===== config.mk =====
export PLATFORM = sky130hd
export DESIGN_NAME = system_reset_sequencer
export DESIGN_NICKNAME = d
export VERILOG_FILES = /design/src/system_reset_sequencer.v
export VERILOG_INCLUDE_DIRS = /design/src
export SDC_FILE = /design/constraint.sdc
export NUM_CORES = 1
export LEC_CHECK = 0
export BUFFER_PORTS_ARGS = -buffer_cell sky130_fd_sc_hd__buf_2
export CAP_MARGIN = 20
export CORE_ASPECT_RATIO = 1.4
export CORE_UTILIZATION = 48
export CTS_CLUSTER_SIZE = 20
export DETAILED_ROUTE_END_ITERATION = 6
export PLACE_DENSITY_LB_ADDON = 0.3
export SETUP_SLACK_MARGIN = 0.15
export SYNTH_ARGS = -nofsm -noshare
export SYNTH_HDL_FRONTEND = slang
export SYNTH_SLANG_ARGS = --single-unit

===== constraint.sdc =====
create_clock -name i_core_clk -period 2.8 [get_ports i_core_clk]
set_input_delay 0.42 -clock i_core_clk [delete_from_list [all_inputs] [get_ports i_core_clk]]
set_output_delay 0.42 -clock i_core_clk [all_outputs]
set_load 0.05 [all_outputs]

===== src/reset_seq_defines.vh =====
// constants for the system reset sequencer
// assumes a 50 MHz core clock; fuse inputs are static straps
`ifndef RESET_SEQ_DEFINES_VH
`define RESET_SEQ_DEFINES_VH
// ==================================================
// timing
`define CLK_PERIOD_NS 20
`define PIN_MIN_PULSE_NS 50
`define PIN_MIN_CYCLES ((`PIN_MIN_PULSE_NS + `CLK_PERIOD_NS - 1) / `CLK_PERIOD_NS)
`define BROWNOUT_FILTER_US 2
`define BROWNOUT_FILTER_CYCLES ((`BROWNOUT_FILTER_US * 1000) / `CLK_PERIOD_NS)
`define TIMER_W 20
`define FILT_W 8
// ==================================================
// start-up timeout per clock select setting, in cycles
`define TOUT_SEL0 20'h0_0001
`define TOUT_SEL1 20'h0_0040
`define TOUT_SEL2 20'h0_0400
`define TOUT_SEL3 20'h0_4000
`define TOUT_SELX 20'hF_FFFF
// ==================================================
// cause flag bit positions
`define FLAG_PWR 0
`define FLAG_PIN 1
`define FLAG_BOD 2
`define FLAG_WDG 3
`define FLAG_W 4
// ==================================================
// states
`define ST_HOLD 2'h0
`define ST_STRETCH 2'h1
`define ST_RUN 2'h2
`endif


===== src/system_reset_sequencer.v =====
// system reset sequencer: merges the reset sources into one internal reset
// assumes detector and pin inputs are asynchronous and fuses are static
// How it works
// - internal reset holds I/O registers at initial value; release fetches reset vector
// - power-on or pin source, or any qualified request, forces the port reset output from a flop after the synchronisers
// - after all sources inactive, delay counter stretches the internal reset
// - stretch length chosen by clock select fuses
// - four sources: power-on, reset pin, watchdog, brown-out, one reset
// - pin low longer than minimum pulse resets; driver must hold it that long
// - pin rising starts delay counter; release after start-up timeout
// - watchdog expiry resets only while watchdog enabled
// - power-on threshold crossing starts the delay counter
// - supply falling below power-on level reasserts reset three cycles later, through the synchronisers
// - brown-out detector contributes nothing unless its enable fuse is set
// - enabled brown-out with low supply asserts reset once the filter time has passed
// - supply back above brown-out level starts delay counter
// - level fuse picks higher trigger when programmed, lower otherwise
// - brown-out only counts if undervoltage stays longer than filter time
// - watchdog gives one-cycle reset pulse; delay starts on its fall
// - watchdog, brown-out, pin flags sticky; cleared by power-on or write zero
// - power-on flag set on power-on, cleared only by write zero
`include "reset_seq_defines.vh"

module system_reset_sequencer (
  // clock and reset
  input wire i_core_clk,
  input wire i_resetn,
  // reset sources
  input wire i_power_low,
  input wire i_pin_resetn,
  input wire i_watchdog_expire,
  input wire i_watchdog_enable,
  input wire i_below_high_level,
  input wire i_below_low_level,
  // fuses
  input wire [1:0] i_clock_select_fuses,
  input wire i_brownout_enable_fuse,
  input wire i_brownout_level_fuse,
  // cause flag software write
  input wire i_flag_wr,
  input wire [`FLAG_W-1:0] i_flag_wdata,
  // outputs
  output reg o_internal_reset,
  output reg o_port_reset,
  output reg o_fetch_vector,
  output reg [`FLAG_W-1:0] o_cause_flags
);

// ==================================================
// synchronisers
reg pwr_s1_r, pwr_s2_r;
reg pin_s1_r, pin_s2_r;
reg wdg_s1_r, wdg_s2_r;
reg hi_s1_r, hi_s2_r;
reg lo_s1_r, lo_s2_r;

always @(posedge i_core_clk) begin
  pwr_s1_r <= i_power_low;
  pwr_s2_r <= pwr_s1_r;
  pin_s1_r <= ~i_pin_resetn;
  pin_s2_r <= pin_s1_r;
  wdg_s1_r <= i_watchdog_expire;
  wdg_s2_r <= wdg_s1_r;
  hi_s1_r <= i_below_high_level;
  hi_s2_r <= hi_s1_r;
  lo_s1_r <= i_below_low_level;
  lo_s2_r <= lo_s1_r;
end

// ==================================================
// source qualification
// pin needs the minimum pulse before it counts; short glitches fall away
reg [`FILT_W-1:0] pin_cnt_r;
reg [`FILT_W-1:0] bod_cnt_r;
reg pin_req_r, bod_req_r, wdg_prev_r, wdg_pulse_r;
wire bod_low;
wire pin_done;
wire bod_done;

assign bod_low = i_brownout_enable_fuse &
  (i_brownout_level_fuse ? hi_s2_r : lo_s2_r);
assign pin_done = (pin_cnt_r >= `PIN_MIN_CYCLES - 1);
assign bod_done = (bod_cnt_r >= `BROWNOUT_FILTER_CYCLES);

always @(posedge i_core_clk) begin
  if (!i_resetn) begin
    pin_cnt_r <= {`FILT_W{1'b0}};
    bod_cnt_r <= {`FILT_W{1'b0}};
    pin_req_r <= 1'b0;
    bod_req_r <= 1'b0;
    wdg_prev_r <= 1'b0;
    wdg_pulse_r <= 1'b0;
  end else begin
    if (!pin_s2_r) begin
      pin_cnt_r <= {`FILT_W{1'b0}};
      pin_req_r <= 1'b0;
    end else if (!pin_done) begin
      pin_cnt_r <= pin_cnt_r + 1'b1;
    end else begin
      pin_req_r <= 1'b1;
    end
    if (!bod_low) begin
      bod_cnt_r <= {`FILT_W{1'b0}};
      bod_req_r <= 1'b0;
    end else if (!bod_done) begin
      bod_cnt_r <= bod_cnt_r + 1'b1;
    end else begin
      bod_req_r <= 1'b1;
    end
    wdg_prev_r <= wdg_s2_r;
    // one-cycle pulse on expiry edge, gated by enable
    wdg_pulse_r <= wdg_s2_r & ~wdg_prev_r & i_watchdog_enable;
  end
end

// ==================================================
// combined request and stretch counter
wire any_req;
assign any_req = pwr_s2_r | pin_req_r | bod_req_r | wdg_pulse_r;

// the selected timeout is re-read every cycle; fuses are assumed static
reg [`TIMER_W-1:0] tout_sel;
always @* begin
  case (i_clock_select_fuses)
    2'h0: tout_sel = `TOUT_SEL0;
    2'h1: tout_sel = `TOUT_SEL1;
    2'h2: tout_sel = `TOUT_SEL2;
    2'h3: tout_sel = `TOUT_SEL3;
    default: tout_sel = `TOUT_SELX;
  endcase
end

// hold while any request stands, stretch counts, run lets the core go;
// a request in any state sends the machine back to hold
reg [1:0] state_r;
reg [`TIMER_W-1:0] timer_r;

always @(posedge i_core_clk) begin
  if (!i_resetn) begin
    state_r <= `ST_HOLD;
    timer_r <= {`TIMER_W{1'b0}};
  end else begin
    case (state_r)
      `ST_HOLD: begin
        timer_r <= {`TIMER_W{1'b0}};
        if (!any_req) begin
          state_r <= `ST_STRETCH;
        end
      end
      `ST_STRETCH: begin
        if (any_req) begin
          state_r <= `ST_HOLD;
        end else if (timer_r >= tout_sel - 1'b1) begin
          state_r <= `ST_RUN;
        end else begin
          timer_r <= timer_r + 1'b1;
        end
      end
      `ST_RUN: begin
        if (any_req) begin
          state_r <= `ST_HOLD;
        end
      end
      default: state_r <= `ST_HOLD;
    endcase
  end
end

// ==================================================
// outputs and cause flags
// port reset is a flop behind the synchronisers, so it follows the raw sources three cycles late;
// truly clockless forcing lives in the pad ring outside this block

// release only from run with nothing pending; a request landing in the
// first run cycle keeps reset up and must not leave a stray fetch behind
wire release_ok;
assign release_ok = (state_r == `ST_RUN) & ~any_req;

always @(posedge i_core_clk) begin
  if (!i_resetn) begin
    o_internal_reset <= 1'b1;
    o_port_reset <= 1'b1;
    o_fetch_vector <= 1'b0;
  end else begin
    o_internal_reset <= ~release_ok;
    o_port_reset <= any_req | pwr_s2_r | pin_s2_r;
    // fetch marks the very edge on which the reset really drops
    o_fetch_vector <= release_ok & o_internal_reset;
  end
end

reg [`FLAG_W-1:0] flags_nxt;
always @* begin
  flags_nxt = o_cause_flags;
  if (i_flag_wr) begin
    flags_nxt = o_cause_flags & i_flag_wdata;
  end
  if (pwr_s2_r) begin
    // power-on clears the other causes
    flags_nxt = {`FLAG_W{1'b0}};
    flags_nxt[`FLAG_PWR] = 1'b1;
  end
  // sets win over a simultaneous software clear
  if (pin_req_r) begin
    flags_nxt[`FLAG_PIN] = 1'b1;
  end
  if (bod_req_r) begin
    flags_nxt[`FLAG_BOD] = 1'b1;
  end
  if (wdg_pulse_r) begin
    flags_nxt[`FLAG_WDG] = 1'b1;
  end
end

always @(posedge i_core_clk) begin
  if (!i_resetn) begin
    o_cause_flags <= {`FLAG_W{1'b0}};
  end else begin
    o_cause_flags <= flags_nxt;
  end
end

endmodule // system_reset_sequencer


==> results.py <==
metrics = {
    "finish": {
        "post_route_cells_drive_above_1_share": 0.1650,
        "area_growth_pct": 15.81,
        "fillCellCount": 483,
        "final_cell_mix": "59 x dfxtp_1, 26 x nand2_1, 23 x buf_2",
        "diodes": 0,
        "nNetsFinal": 336,
        "post-route-util": 0.5818,
        "design_area_mm2": 0.003024,
        "final_common_cell": "dfxtp_1",
    },
    "yosys": {
        "synth_cell_types": 48,
        "postSynthAreaPerCell_um2": 9.427,
        "yosys_warnings": 0,
        "synth_area_leader_cell": "dfxtp_1",
        "syn-num-nets": 309,
        "synth_area_leaders": "dfxtp_1 45%, ha_1 7.2%, mux2i_1 3.8%",
        "syn_area_mm2": 0.002611,
        "yosysSeqAreaShare": 0.4523,
        "synth-seq-cells": 59,
        "syn-instance-count": 277,
        "ys.flop_type": "dfxtp_1",
        "synth_top_area_share": 0.4523,
        "synth_edf_count": 0,
        "async_reset_ff_frac": 0,
    },
    "critical_path": {
        "worstPathCellList": "inv_1, ha_1, inv_1, a21boi_0, o311a_4, or4_1, a21oi_1",
        "crit_path_top_delay_cell": "or4_1",
        "r2r_start": "timer_r[0]",
        "crit_path_frequent_cell": "inv_1",
        "critPathCapture": "timer_r[2]",
        "crit_family": "compound AO/OA/AOI/OAI gates",
        "cp.required_ns": 3.06,
        "r2r_slack_ns": 0.57,
        "startpoint": "timer_r[0]",
        "crit_buf_inv": 2,
        "crit_cells": 7,
        "r2r_cells": 7,
        "crit_fanout": 13,
        "worstSetupEndpointType": "flop",
        "rr_endpoint": "timer_r[2]",
        "max_stage_delay_ns": 0.52,
        "startpoint_type": "flop",
        "critPathArrivalTime_ns": 2.50,
        "path_class": "flop to flop",
    },
    "timing": {
        "setup_ws_ns": 0.5652,
        "fin_skew_ns": 0.009845,
        "period_share": 0.7982,
        "setup_violations": 0,
        "finalHoldViolations": 0,
        "grt_setup_unrepaired": "no",
        "final_max_slew_viol_count": 0,
        "max-slew-margin-rel": 0.5114,
        "max_freq_mhz": 447.5,
        "post-route-min-period_ns": 2.235,
        "fin_setup_tns_ns": 0,
        "tightest_slew_ns": 0.7144,
    },
    "pwr": {
        "power_leakage_uw": 0.001213,
        "power_density_mw_per_mm2": 637.4,
        "peakVddDrop_uv": 421.4,
        "power_uw": 1927,
    },
    "placed_design": {
        "placed_cell_area_mm2": 0.002774,
        "place.gp.congestion": 0.8168,
        "dpl_worst_slack_ns": 0.2460,
        "io_buffers": 23,
        "hpwlAfterDp_mm": 3.567,
    },
    "min_path": {
        "min_path_type": "input pin to flop",
        "min_from": "i_below_low_level",
    },
    "route": {
        "drt-initial-drc-count": 108,
        "ant_nets": 0,
        "drc": 0,
        "vias": 2028,
        "wl_per_cell_um": 13.59,
        "vias_per_cell": 5.408,
        "wirelength_mm": 5.097,
        "first_pass_iters": 4,
    },
    "clocking": {
        "clock_path_buffers": 2,
        "cts_setup_buffers": 0,
        "cts-buffers-inserted": 9,
        "h-tree-depth": 3,
        "path_clk_slew_ns": 0.07,
        "cts_sinks": 59,
        "cts_resized": 0,
        "clockRootBuffer": "clkbuf_8",
        "postCtsHoldBufs": 0,
        "cts_tree": "done",
        "insertion_delay_ns": 0.34,
    },
    "die": {
        "die_h_um": 89.27,
        "core.rowCount": 31,
        "fp.dieW_um": 64.34,
        "start_util": 0.5024,
        "num_io_pins": 24,
        "die_area_mm2": 0.005743,
        "core_mm2": 0.005197,
    },
    "global_route": {
        "grt_pass1_wl_mm": 8.514,
        "antenna_found_initial": 0,
        "grt_overflow": 0,
        "top_usage_layer": "met2",
        "grt_pass1_vias": 1904,
        "grt_start_max_net_pins": 22,
        "use_met1": 0.2102,
        "grt.met3_usage": 0.05867,
        "grtUsageTotal": 0.1956,
        "grtUsageMet2": 0.3397,
    },
    "job": {
        "drv_cap": 0,
    },
    "run_status": {
        "outcome": "finished clean",
    },
}
## cells in the mapped netlist, types with 7 or more instances
| library cell | number |
|---|---|
| and3_1 | 7 |
| nor3_1 | 9 |
| mux2i_1 | 10 |
| a21oi_1 | 8 |
| ha_1 | 15 |
| and2_1 | 7 |
| nand2b_1 | 14 |
| inv_1 | 12 |
| nand2_1 | 26 |
| dfxtp_1 | 59 |
| nor2_1 | 22 |
| nand3_1 | 13 |
## per-stage QoR
step           hold slack, ns  cells
2_1_floorplan          0.3096    277
3_3_place_gp           0.3102    359
3_5_place_dp           0.3164    359
4_1_cts                0.1748    375
5_1_grt                0.1700    375
6_report               0.1775    375
## worst register-to-register path, stage by stage, from the launching register on
cell and delay, ns:
dfxtp_1 0.46, inv_1 0.09, ha_1 0.29, inv_1 0.05
a21boi_0 0.12, o311a_4 0.46, or4_1 0.53, a21oi_1 0.16
## flip-flops by register name, summed over array words and instances (netlist names), 2 cells and up
name,cells
timer_r,20
bod_cnt_r,8
pin_cnt_r,8
o_cause_flags,4
state_r,2
## cell families after synthesis
| group | count (synthesis) | synth area share |
|---|---|---|
| AO/OA/AOI/OAI | 35 | 0.1006 |
| buffers and inverters | 21 | 0.03641 |
| adder cells (fa/ha/maj) | 15 | 0.07187 |
| flip-flops | 59 | 0.4523 |
| AND/OR/NAND/NOR | 130 | 0.2760 |
| multiplexers | 11 | 0.04265 |
| XOR/XNOR | 6 | 0.02012 |
## how the worst min path moves through the flow
stage,endpoint,slack (ns),cells after the start
floorplan,hi_s2_r,0.31,0
global placement,pwr_s2_r,0.31,0
detailed placement,pin_s2_r,0.32,0
CTS,lo_s1_r,0.17,1
global route,lo_s1_r,0.17,1
finish,lo_s1_r,0.18,1
## area by class of cell
class                   count  area, µm²  share of cell area
well taps                  66      82.58             0.02731
repair buffers             25      130.1             0.04303
clock inverters             6      112.6             0.03724
flip-flops and latches     59       1181              0.3906
inverters                  12      45.04             0.01489
clock buffers              10      137.6             0.04551
multi-input cells         197       1335              0.4415
## report_power, final
group	leakage, µW	switching [µW]	total (µW)	internal [µW]
Clock	0.000126	345	962	617
Sequential	0.000481	11.6	868	856
Combinational	0.000605	59.9	97.9	38.1
Total	0.00121	417	1930	1510
## routing by layer
layer	routed length, µm	vias up
li1	-	1032
met1	2220	936
met2	2509	42
met3	180	18
met4	185	0
met5	0	-
No activity file was read; power rests on OpenSTA's default activity.
